**src/usart_req_pkg.sv**
```systemverilog
// constants shared by the serial request block and its transmit shifter
package usart_req_pkg;
    localparam int unsigned CLK_HZ   = 100_000_000;
    localparam int unsigned BAUD_HZ  = 115_200;
    // bit time in cycles, rounded down
    localparam int unsigned BAUD_CYC = CLK_HZ / BAUD_HZ;
    localparam int unsigned BAUD_W   = 10;
    localparam logic [BAUD_W-1:0] BAUD_LAST = BAUD_W'(BAUD_CYC - 1);
    localparam logic [3:0] FRAME_BITS = 4'hA;

    localparam int unsigned ADDR_W = 8;
    localparam int unsigned DATA_W = 32;
    localparam int unsigned RX_DEPTH = 2;

    localparam logic [ADDR_W-1:0] OFS_DATA   = 8'h00;
    localparam logic [ADDR_W-1:0] OFS_FLAGS  = 8'h04;
    localparam logic [ADDR_W-1:0] OFS_EN_SET = 8'h08;
    localparam logic [ADDR_W-1:0] OFS_EN_CLR = 8'h0C;
    localparam logic [ADDR_W-1:0] OFS_STATUS = 8'h10;

    localparam int unsigned FLG_DRE   = 0;
    localparam int unsigned FLG_TXC   = 1;
    localparam int unsigned FLG_RXC   = 2;
    localparam int unsigned FLG_RXS   = 3;
    localparam int unsigned FLG_CTS_INPUT_CHANGE = 4;
    localparam int unsigned FLG_RX_BREAK = 5;
    localparam int unsigned FLG_ERR   = 7;

    localparam logic [7:0] FLAGS_RST = 8'h01;
    localparam logic [7:0] EN_RST    = 8'h00;
    localparam logic [7:0] FLAGS_IMPL = 8'hBF;
    localparam logic [7:0] W1C_MASK  = 8'hBE;

    localparam int unsigned ST_TX_BUSY = 0;
    localparam int unsigned ST_RX_CNT  = 1;

    typedef enum logic [0:0] {
        TX_IDLE  = 1'b0,
        TX_SHIFT = 1'b1
    } tx_state_t;
endpackage

```
**src/tx_shift_if.sv**
```systemverilog
// link between the data register logic and the transmit shift register
`timescale 1ns/1ps
`default_nettype none
interface tx_shift_if;
    logic       load;
    logic [7:0] data;
    logic       busy;
    logic       done;
    logic       txd;
    modport owner (output load, output data,
                   input busy, input done, input txd);
    modport shifter (input load, input data,
                     output busy, output done, output txd);
endinterface
`default_nettype wire

```
**src/tx_shifter.sv**
```systemverilog
// transmit shift register: start bit, eight data bits, stop bit
`timescale 1ns/1ps
`default_nettype none
module tx_shifter
    import usart_req_pkg::*;
(
    input  wire logic    i_clk,
    input  wire logic    i_rst_n,
    tx_shift_if.shifter  txs
);
    typedef struct packed {
        tx_state_t         st;
        logic [9:0]        sh;
        logic [3:0]        bits;
        logic [BAUD_W-1:0] div;
        logic              txd;
        logic              done;
    } shift_state_t;

    shift_state_t q;
    shift_state_t d;

    always_comb begin
        d = q;
        d.done = 1'b0;
        unique case (q.st)
            TX_IDLE: begin
                d.txd = 1'b1;
                if (txs.load) begin
                    d.st   = TX_SHIFT;
                    d.sh   = {1'b1, txs.data, 1'b0};
                    d.bits = 4'h0;
                    d.div  = '0;
                    d.txd  = 1'b0;
                end
            end
            TX_SHIFT: begin
                // one bit per enable from the baud divider
                if (q.div == BAUD_LAST) begin
                    d.div  = '0;
                    d.bits = q.bits + 4'h1;
                    d.sh   = {1'b1, q.sh[9:1]};
                    if (q.bits == FRAME_BITS - 4'h1) begin
                        d.st   = TX_IDLE;
                        d.txd  = 1'b1;
                        d.done = 1'b1;
                    end else begin
                        d.txd = q.sh[1];
                    end
                end else begin
                    d.div = q.div + BAUD_W'(1);
                end
            end
        endcase
    end

    always_ff @(posedge i_clk or negedge i_rst_n) begin
        if (!i_rst_n) begin
            q <= '{st: TX_IDLE, sh: 10'h3FF, bits: 4'h0, div: '0,
                   txd: 1'b1, done: 1'b0};
        end else begin
            q <= d;
        end
    end

    assign txs.busy = (q.st == TX_SHIFT);
    assign txs.done = q.done;
    assign txs.txd  = q.txd;
endmodule
`default_nettype wire

```
**src/usart_req_top.sv**
```systemverilog
// serial unit request logic: flags, enables, interrupt and dma requests
// Notes on behaviour
// - transmit dma request stands while the data buffer is empty
// - receive dma request stands while the receive fifo holds data
// - only buffer empty and receive complete make dma requests
// - seven interrupt sources: empty, rx done, tx done, start, cts, brk, err
// - interrupt requests are meant to wake the device from sleep; O_IRQ is registered, so it cannot wake without a clock
// - each source has its own flag, set when its condition occurs
// - one to enable-set sets an enable, one to enable-clear clears it
// - interrupt raised exactly when a flag and its enable are both set
// - request persists until flag cleared, enable cleared or reset
// - all sources share one request line; flags tell the cause
// - tx complete, bit 1, set when frame sent and buffer empty
// - tx complete cleared by writing one or by writing data
// - buffer empty flag, bit 0, set while the buffer is empty
// - buffer empty flag cleared only by writing data
// - writing one to bit 0, or zero to bits 0 and 1, is ignored
`timescale 1ns/1ps
`default_nettype none
module usart_req_top
    import usart_req_pkg::*;
(
    input  wire logic                        I_CLK_SYS,
    input  wire logic                        I_RST_N,
    input  wire logic                        I_PSEL,
    input  wire logic                        I_PENABLE,
    input  wire logic                        I_PWRITE,
    input  wire logic [usart_req_pkg::ADDR_W-1:0] I_PADDR,
    input  wire logic [usart_req_pkg::DATA_W-1:0] I_PWDATA,
    input  wire logic [3:0]                  I_PSTRB,
    output var  logic [usart_req_pkg::DATA_W-1:0] O_PRDATA,
    output var  logic                        O_PREADY,
    output var  logic                        O_PSLVERR,
    input  wire logic                        I_RX_VALID,
    input  wire logic [7:0]                  I_RX_DATA,
    input  wire logic                        I_RX_START,
    input  wire logic                        I_RX_BREAK,
    input  wire logic                        I_RX_ERROR,
    input  wire logic                        I_CTS_N,
    output var  logic                        O_TXD,
    output var  logic                        O_IRQ,
    output var  logic                        O_DMA_TX_REQ,
    output var  logic                        O_DMA_RX_REQ
);
    import usart_req_pkg::*;

    typedef struct packed {
        logic [DATA_W-1:0]        prdata;
        logic                     pready;
        logic                     pslverr;
        logic [7:0]               flags;
        logic [7:0]               en;
        logic                     tx_full;
        logic [7:0]               tx_buf;
        logic                     load;
        logic [7:0]               load_data;
        logic [RX_DEPTH-1:0][7:0] rx_mem;
        logic [1:0]               rx_cnt;
        logic                     rx_rd;
        logic [2:0]               cts_s;
        logic                     irq;
        logic                     dma_tx;
        logic                     dma_rx;
        logic                     txd;
    } top_state_t;

    top_state_t q;
    top_state_t d;

    logic [1:0] rst_sync_q;
    logic       rst_n;

    tx_shift_if txs ();

    // reset enters asynchronously but is released through two flops
    always_ff @(posedge I_CLK_SYS or negedge I_RST_N) begin
        if (!I_RST_N) begin
            rst_sync_q <= 2'h0;
        end else begin
            rst_sync_q <= {rst_sync_q[0], 1'b1};
        end
    end
    assign rst_n = rst_sync_q[1];

    tx_shifter u_shift (
        .i_clk   (I_CLK_SYS),
        .i_rst_n (rst_n),
        .txs     (txs.shifter)
    );

    assign txs.load = q.load;
    assign txs.data = q.load_data;

    logic       setup;
    logic       wr_done;
    logic       rd_done;
    logic       mapped;
    logic       wr_b0;
    logic [7:0] wbyte;
    logic [7:0] fset;
    logic [7:0] fclr;
    logic       data_wr;
    logic       data_rd;
    logic       rx_push;
    logic       rx_pop;
    logic       rx_ovf;
    logic [DATA_W-1:0] rdata;

    always_comb begin
        d = q;
        setup   = I_PSEL && !I_PENABLE;
        wr_done = I_PSEL && I_PENABLE && q.pready && I_PWRITE;
        rd_done = I_PSEL && I_PENABLE && q.pready && !I_PWRITE;
        wbyte   = I_PWDATA[7:0];
        wr_b0   = wr_done && I_PSTRB[0] && !q.pslverr;
        mapped  = (I_PADDR == OFS_DATA) || (I_PADDR == OFS_FLAGS) ||
                  (I_PADDR == OFS_EN_SET) || (I_PADDR == OFS_EN_CLR) ||
                  (I_PADDR == OFS_STATUS);

        // read data is captured in the setup cycle; one wait-free access
        rdata = '0;
        if (I_PADDR == OFS_DATA) begin
            rdata[7:0] = q.rx_mem[q.rx_rd];
        end else if (I_PADDR == OFS_FLAGS) begin
            rdata[7:0] = q.flags;
        end else if (I_PADDR == OFS_EN_SET || I_PADDR == OFS_EN_CLR) begin
            rdata[7:0] = q.en;
        end else if (I_PADDR == OFS_STATUS) begin
            rdata[ST_TX_BUSY]             = txs.busy;
            rdata[ST_RX_CNT +: 2]         = q.rx_cnt;
        end
        d.pready  = setup;
        d.pslverr = setup && !mapped;
        d.prdata  = setup ? rdata : q.prdata;

        // three-stage sampler on the cts pin; first stage feeds only stage two
        d.cts_s = {q.cts_s[1:0], I_CTS_N};

        // transmit side: one-word data buffer ahead of the shift register
        data_wr = wr_b0 && (I_PADDR == OFS_DATA) && !q.tx_full;
        d.load  = 1'b0;
        if (q.tx_full && !txs.busy && !q.load) begin
            d.load      = 1'b1;
            d.load_data = q.tx_buf;
            d.tx_full   = 1'b0;
        end
        if (data_wr) begin
            d.tx_full = 1'b1;
            d.tx_buf  = wbyte;
        end

        // receive fifo; a word arriving while full and not read that cycle is lost and flags error
        data_rd = rd_done && (I_PADDR == OFS_DATA) && !q.pslverr;
        rx_pop  = data_rd && (q.rx_cnt != 2'h0);
        rx_ovf  = I_RX_VALID && (q.rx_cnt == 2'(RX_DEPTH)) && !rx_pop;
        rx_push = I_RX_VALID && !rx_ovf;
        if (rx_push) begin
            d.rx_mem[1'(q.rx_rd + 1'(q.rx_cnt))] = I_RX_DATA;
        end
        if (rx_pop) begin
            d.rx_rd = ~q.rx_rd;
        end
        d.rx_cnt = q.rx_cnt + 2'(rx_push) - 2'(rx_pop);

        // sources that set their flag this cycle
        fset = 8'h00;
        fset[FLG_TXC]   = txs.done && !d.tx_full && !d.load;
        fset[FLG_RXC]   = rx_push;
        fset[FLG_RXS]   = I_RX_START;
        fset[FLG_CTS_INPUT_CHANGE] = q.cts_s[2] != q.cts_s[1];
        fset[FLG_RX_BREAK] = I_RX_BREAK;
        fset[FLG_ERR]   = I_RX_ERROR || rx_ovf;

        // write-one-to-clear; zeros and bit 0 ignored
        fclr = 8'h00;
        if (wr_b0 && (I_PADDR == OFS_FLAGS)) begin
            fclr = wbyte & W1C_MASK;
        end
        if (data_wr) begin
            fclr[FLG_TXC] = 1'b1;
        end
        if (data_rd && (d.rx_cnt == 2'h0)) begin
            fclr[FLG_RXC] = 1'b1;
        end
        // a flag that sets in the clearing cycle stays set
        d.flags = ((q.flags & ~fclr) | fset) & FLAGS_IMPL;
        d.flags[FLG_DRE] = !d.tx_full;

        if (wr_b0 && (I_PADDR == OFS_EN_SET)) begin
            d.en = (q.en | wbyte) & FLAGS_IMPL;
        end
        if (wr_b0 && (I_PADDR == OFS_EN_CLR)) begin
            d.en = q.en & ~wbyte;
        end

        // single level line from flags and enables; registered from the next flag values, so it
        // changes on the same edge as a flag and cannot wake without a clock
        d.irq    = |(d.flags & d.en);
        // only the empty buffer and received data ask the dma
        d.dma_tx = !d.tx_full;
        d.dma_rx = d.rx_cnt != 2'h0;
        d.txd    = txs.txd;
    end

    always_ff @(posedge I_CLK_SYS or negedge rst_n) begin
        if (!rst_n) begin
            q <= '{prdata: '0, pready: 1'b0, pslverr: 1'b0,
                   flags: FLAGS_RST, en: EN_RST, tx_full: 1'b0,
                   tx_buf: 8'h00, load: 1'b0, load_data: 8'h00,
                   rx_mem: '0, rx_cnt: 2'h0, rx_rd: 1'b0,
                   cts_s: 3'h7, irq: 1'b0, dma_tx: 1'b1,
                   dma_rx: 1'b0, txd: 1'b1};
        end else begin
            q <= d;
        end
    end

    assign O_PRDATA     = q.prdata;
    assign O_PREADY     = q.pready;
    assign O_PSLVERR    = q.pslverr;
    assign O_IRQ        = q.irq;
    assign O_DMA_TX_REQ = q.dma_tx;
    assign O_DMA_RX_REQ = q.dma_rx;
    assign O_TXD        = q.txd;
endmodule
`default_nettype wire

```
**config.mk**
```make
export PLATFORM = sky130hd
export DESIGN_NAME = usart_req_top
export DESIGN_NICKNAME = d
export VERILOG_FILES = /design/src/usart_req_pkg.sv /design/src/tx_shift_if.sv /design/src/tx_shifter.sv /design/src/usart_req_top.sv
export SDC_FILE = /design/constraint.sdc
export NUM_CORES = 1
export LEC_CHECK = 0
export ABC_AREA = 0
export ABC_CLOCK_PERIOD_IN_PS = 3600
export BUFFER_PORTS_ARGS = -buffer_cell sky130_fd_sc_hd__buf_2
export CORE_MARGIN = 8
export CORE_UTILIZATION = 30
export DETAILED_ROUTE_END_ITERATION = 12
export PLACE_DENSITY_LB_ADDON = 0.15
export SYNTH_ARGS = -nofsm -noshare
export SYNTH_HDL_FRONTEND = slang
export SYNTH_SLANG_ARGS = --single-unit
```
**constraint.sdc**
```tcl
create_clock -name I_CLK_SYS -period 3.6 [get_ports I_CLK_SYS]
set_input_delay 0.54 -clock I_CLK_SYS [delete_from_list [all_inputs] [get_ports I_CLK_SYS]]
set_output_delay 0.54 -clock I_CLK_SYS [all_outputs]
set_load 0.03 [all_outputs]
```
# Word-level counts from Yosys, hierarchy flattened
# Index checks and enable logic that the tools add are counted.
dict set report word_totals {
  memories 0
  mem_bits_rw 0
  inputBits 62
  latch_bits 0
  word_cells 127
  mem_bits_ro 0
  regBits 98
}
dict set report classes {
  div 0
  n_reduce_logical 48
  shifts 0
  eq_ne 10
  muxes 27
  n_bitwise 9
  mul 0
  add_sub_neg 5
  magnitude_cmp 3
}
# op n
set op_table {}
lappend op_table {{8-bit two-way mux} 8}
lappend op_table {{26-bit case mux with 2 select lines} 1}
lappend op_table {{26-bit two-way mux} 1}
lappend op_table {{1-bit logical AND} 25}
lappend op_table {{8-bit bitwise AND} 3}
lappend op_table {{9-bit two-way mux} 2}
lappend op_table {{16-bit bitwise mux} 1}
lappend op_table {{8-bit by 4-bit equality test with 1-bit output (second input constant)} 2}
lappend op_table {{8-bit NOT} 2}
lappend op_table {{8-bit bitwise OR} 2}
lappend op_table {{15-bit two-way mux} 1}
lappend op_table {{1-bit zero test} 11}
lappend op_table {{10-bit by 1-bit adder with 10-bit output (second input constant)} 1}
lappend op_table {{10-bit equality test (second input constant)} 1}
lappend op_table {{10-bit two-way mux} 1}
lappend op_table {{8-bit demux with 1-bit select} 1}
lappend op_table {{8-bit by 3-bit equality test with 1-bit output (second input constant)} 1}
lappend op_table {{8-bit by 5-bit equality test with 1-bit output (second input constant)} 1}
lappend op_table {{8-bit zero test} 1}
lappend op_table {{8-bit OR reduction} 1}
lappend op_table {{1-bit two-way mux} 7}
lappend op_table {{1-bit logical OR} 6}
lappend op_table {{3-bit two-way mux} 2}
lappend op_table {{5-bit two-way mux} 1}
lappend op_table {{15 further kinds} 19}

# Longest topological paths before layout
dict set report logic_depth {
  ltp_word 20
  ltp_mapped 14
}

# Hierarchy
# A second synthesis with hierarchy kept.
dict set report hier_totals {
  cells_unflattened 411
  area_unflattened_um2 4678.2
}
# mod instances cells_per_inst area_each_um2
set modules_own_cells {}
lappend modules_own_cells {usart_req_top 1 275 3309.4}
lappend modules_own_cells {tx_shifter 1 136 1368.8}

# Worst setup path before layout
# No wires, ideal clock.
dict set report synth_path {
  path_kind {input to register}
  from {input port I_PADDR[3] (netlist name)}
  to {register q (netlist bit O_IRQ)}
  n_path_buf 1
  path_slack_ns 0.189
  setup_time_ns 0.138
  t_required_ns 3.462
  arrival_time_ns 3.273
  cell_stages 14
  path_cell_list {buf_6 or4_4 nor4b_4 o31a_1 inv_1 ha_1 inv_1 ha_1 xnor2_1 xnor2_1 or3b_1 a31o_1 a22oi_1 nand4_1}
}
# element line
set synth_lines {}
lappend synth_lines {{start: declaration} usart_req_top.sv:28} ;# input wire logic [usart_req_pkg::ADDR_W-1:0] I_PADDR,
lappend synth_lines {{end signal: assignment} usart_req_top.sv:207} ;# q <= '{prdata: '0, pready: 1'b0, pslverr: 1'b0,
lappend synth_lines {{end: declaration} usart_req_top.sv:67} ;# top_state_t q;

==> qor.csv <==
stage;metric;value;unit
status;status;completed;
sta;rsz0062_at_grt;false;
floorplan;start_util;0.304;
route;drt-total-wl;10.5;mm
route;routedWlPerCell;15.7;um
setup_path;worstPathRequired;3.81;ns
power_and_ir_drop;total_power;2740;uW
placement;detailed_place_hpwl;7.66;mm
setup_path;crit_type;input port to flop;
global_routing;track_usage;0.112;
sta;tightest_slew;1.06;ns
route;first_pass_iters;4;
cells_and_area;final_area;0.00526;sq mm
floorplan;die_h;139;um
setup_path;start_kind;input port;
clock_network;cts.sinks;96;
logic_synthesis;synth-edff-count;0;
logic_synthesis;synthArstFlopShare;1.00;
placement;finalWeightedCongestion;0.768;
route;via_per_inst;4.75;
clock_network;cts_tree;built;
cells_and_area;diodes;0;
route;ant_nets;0;
setup_path;reg2reg_depth;13;
sta;relSlewSlack;0.291;
logic_synthesis;yosysSeqAreaShare;0.530;
cells_and_area;drive_above_1_share;0.279;
clock_network;post_cts_buffers;0;
clock_network;cts-resized-gates;0;
logic_synthesis;syn_area;0.00457;sq mm
logic_synthesis;synth_top_area_frac;0.444;
cells_and_area;final_nets;543;
logic_synthesis;ys_types;52;
sta;max_freq;310;MHz
cells_and_area;synthToLayoutAreaGrowth;15.2;%
placement;io_buffers;48;
floorplan;rows;45;
logic_synthesis;synth_area_leaders;dfrtp_1 44%, mux2_2 8.9%, dfstp_2 8.6%, buf_4 5.3%, nand2_1 4.0%;
sta;period_minus_slack;3.22;ns
setup_path;r2r-end;O_IRQ$_DFF_PN0_;
power_and_ir_drop;peakVddDrop;0.000283;V
logic_synthesis;yosys_warnings;0;
logic_synthesis;synth_most_common_cell;dfrtp_1;
worst_hold_path;hold_end;d[5]$_DFF_PN1_;
setup_path;critPathMaxFanout;2;
sta;finalClockSkew;0.00740;ns
floorplan;design.die.area;0.0194;sq mm
route;drc;0;
sta;hold_ws;0.300;ns
setup_path;timing.rr.start;O_PSLVERR$_DFF_PN0_;
floorplan;ios;100;
sta;slew_viol_final;0;
cells_and_area;fillers;1558;
logic_synthesis;synthCells;427;
clock_network;numCtsBuffers;9;
route;vias;3180;
clock_network;clk_pin_slew_worst_paths;0.07;ns
clock_network;h-tree-depth;3;
setup_path;ff2ff_setup_slack;0.54;ns
power_and_ir_drop;power.density;522;mW/mm^2
job;cap_violations;0;
clock_network;hold_buffers;1;
clock_network;cts_root_buf;clkbuf_16;
clock_network;cts.path.max_buffers;2;
global_routing;grt_overflow;0;
worst_hold_path;hold_depth;1;
global_routing;grt_pass1_vias;3398;
sta;fin_crit_sh;0.896;
logic_synthesis;yosys.area.top_type;dfrtp_1;
sta;hold_violations;0;
logic_synthesis;synth_area_per_cell;10.7;sq um
setup_path;crit_arrival;3.43;ns
cells_and_area;stdcell_count;669;
global_routing;grt_max_degree;82;
sta;setup_viol;0;
worst_hold_path;min_from;I_CTS_N;
global_routing;grt_first_pass_wirelength;17.4;mm
cells_and_area;postLayoutCoreUtil;0.350;
placement;place_area;0.00492;sq mm
power_and_ir_drop;power_leakage;0.00238;uW
floorplan;core;0.0150;sq mm
logic_synthesis;synth_flop_cell;dfrtp_1;
worst_hold_path;hp-class;input port to flop;
placement;dp.cells;652;
logic_synthesis;synth_common_cells;81 x dfrtp_1, 49 x nand2_1, 36 x mux2_2;
global_routing;antenna_found_initial;0;
logic_synthesis;ys_seq_elements;96;
floorplan;die_x;139;um
setup_path;end_kind;flop;
clock_network;clock_latency;0.34;ns
route;first_iter_violations;192;
## worst max-delay path, cell delays in order
cell and delay (ns):
buf_2 0.10, or4_1 0.59, nor4b_4 0.26, o31a_1 0.17
inv_1 0.05, ha_1 0.26, inv_1 0.03, ha_1 0.17
xnor2_1 0.13, xnor2_1 0.15, or3b_1 0.39, a31o_1 0.23
a22oi_1 0.24, nand4_1 0.11
## cells in the final DEF (no fill, tap or decap), types with 4 or more instances in the layout
master	netlist	layout
a211oi_1	6	6
a21oi_1	8	8
a22oi_1	13	13
a31oi_1	5	5
and2_1	5	5
buf_2	3	48
buf_4	32	14
clkbuf_16	0	9
conb_1	2	25
dfrtp_1	81	80
dfstp_2	15	15
ha_1	5	5
inv_1	14	14
mux2_2	36	36
nand2_1	49	49
nand2b_1	8	8
nand3_1	12	12
nor2_1	18	18
nor2b_1	8	8
nor3_1	6	6
o21ai_0	34	34
o31ai_1	7	7
xnor2_1	5	5
xor2_1	4	4
## report_power, final
part	leakage, uW	switching (uW)	internal (uW)
registers	0.00117	80.5	1200
clock network	0.000160	407	647
logic	0.00105	203	210
total	0.00238	690	2050
## sequential cells by signal, indices dropped and copies added (netlist names), 2 cells and up
signal,count
q,44
u_shift.q,23
O_PRDATA,8
txs.data,8
d,2
rst_sync_q,2
## kinds of logic after synthesis
logic type / share of synthesized area
AND/OR/NAND/NOR: 0.146
XOR/XNOR: 0.0173
other: 0.00164
buffers and inverters: 0.0797
flip-flops: 0.530
AO/OA/AOI/OAI: 0.116
adder cells (fa/ha/maj): 0.0137
multiplexers: 0.0954
## layout make-up
class	instances	area, sq um	area share
well taps	188	235	0.0447
multi-input cells	292	1870	0.355
inverters	14	52.6	0.00999
clock inverters	3	65.1	0.0124
clock buffers	13	260	0.0495
repair buffers	63	355	0.0676
flip-flops and latches	96	2420	0.461
## how the worst max path moves through the flow
stage	slack, ns	cells past startpoint	to	startpoint
detailed placement	0.004	14	O_IRQ$_DFF_PN0_	I_PADDR[5]
global route	0.21	14	O_IRQ$_DFF_PN0_	I_PADDR[5]
global placement	-0.04	14	O_IRQ$_DFF_PN0_	I_PADDR[5]
CTS	0.37	14	O_IRQ$_DFF_PN0_	I_PADDR[5]
finish	0.38	14	O_IRQ$_DFF_PN0_	I_PADDR[5]
floorplan	0.19	14	O_IRQ$_DFF_PN0_	I_PADDR[3]
## metrics by stage
step                      setup WS (ns)  setup TNS [ns]
after floorplan                   0.189               0
after global placement          -0.0421         -0.0421
after detailed placement        0.00353               0
after CTS                         0.368               0
after global routing              0.210               0
final                             0.376               0
## layer usage
layer	part of all wire	global-route usage
met1	0.46	0.135
met2	0.47	0.182
met3	0.049	0.0345
met4	0.023	0.0468
met5	0	0
Power figures use the tool's default switching activity.
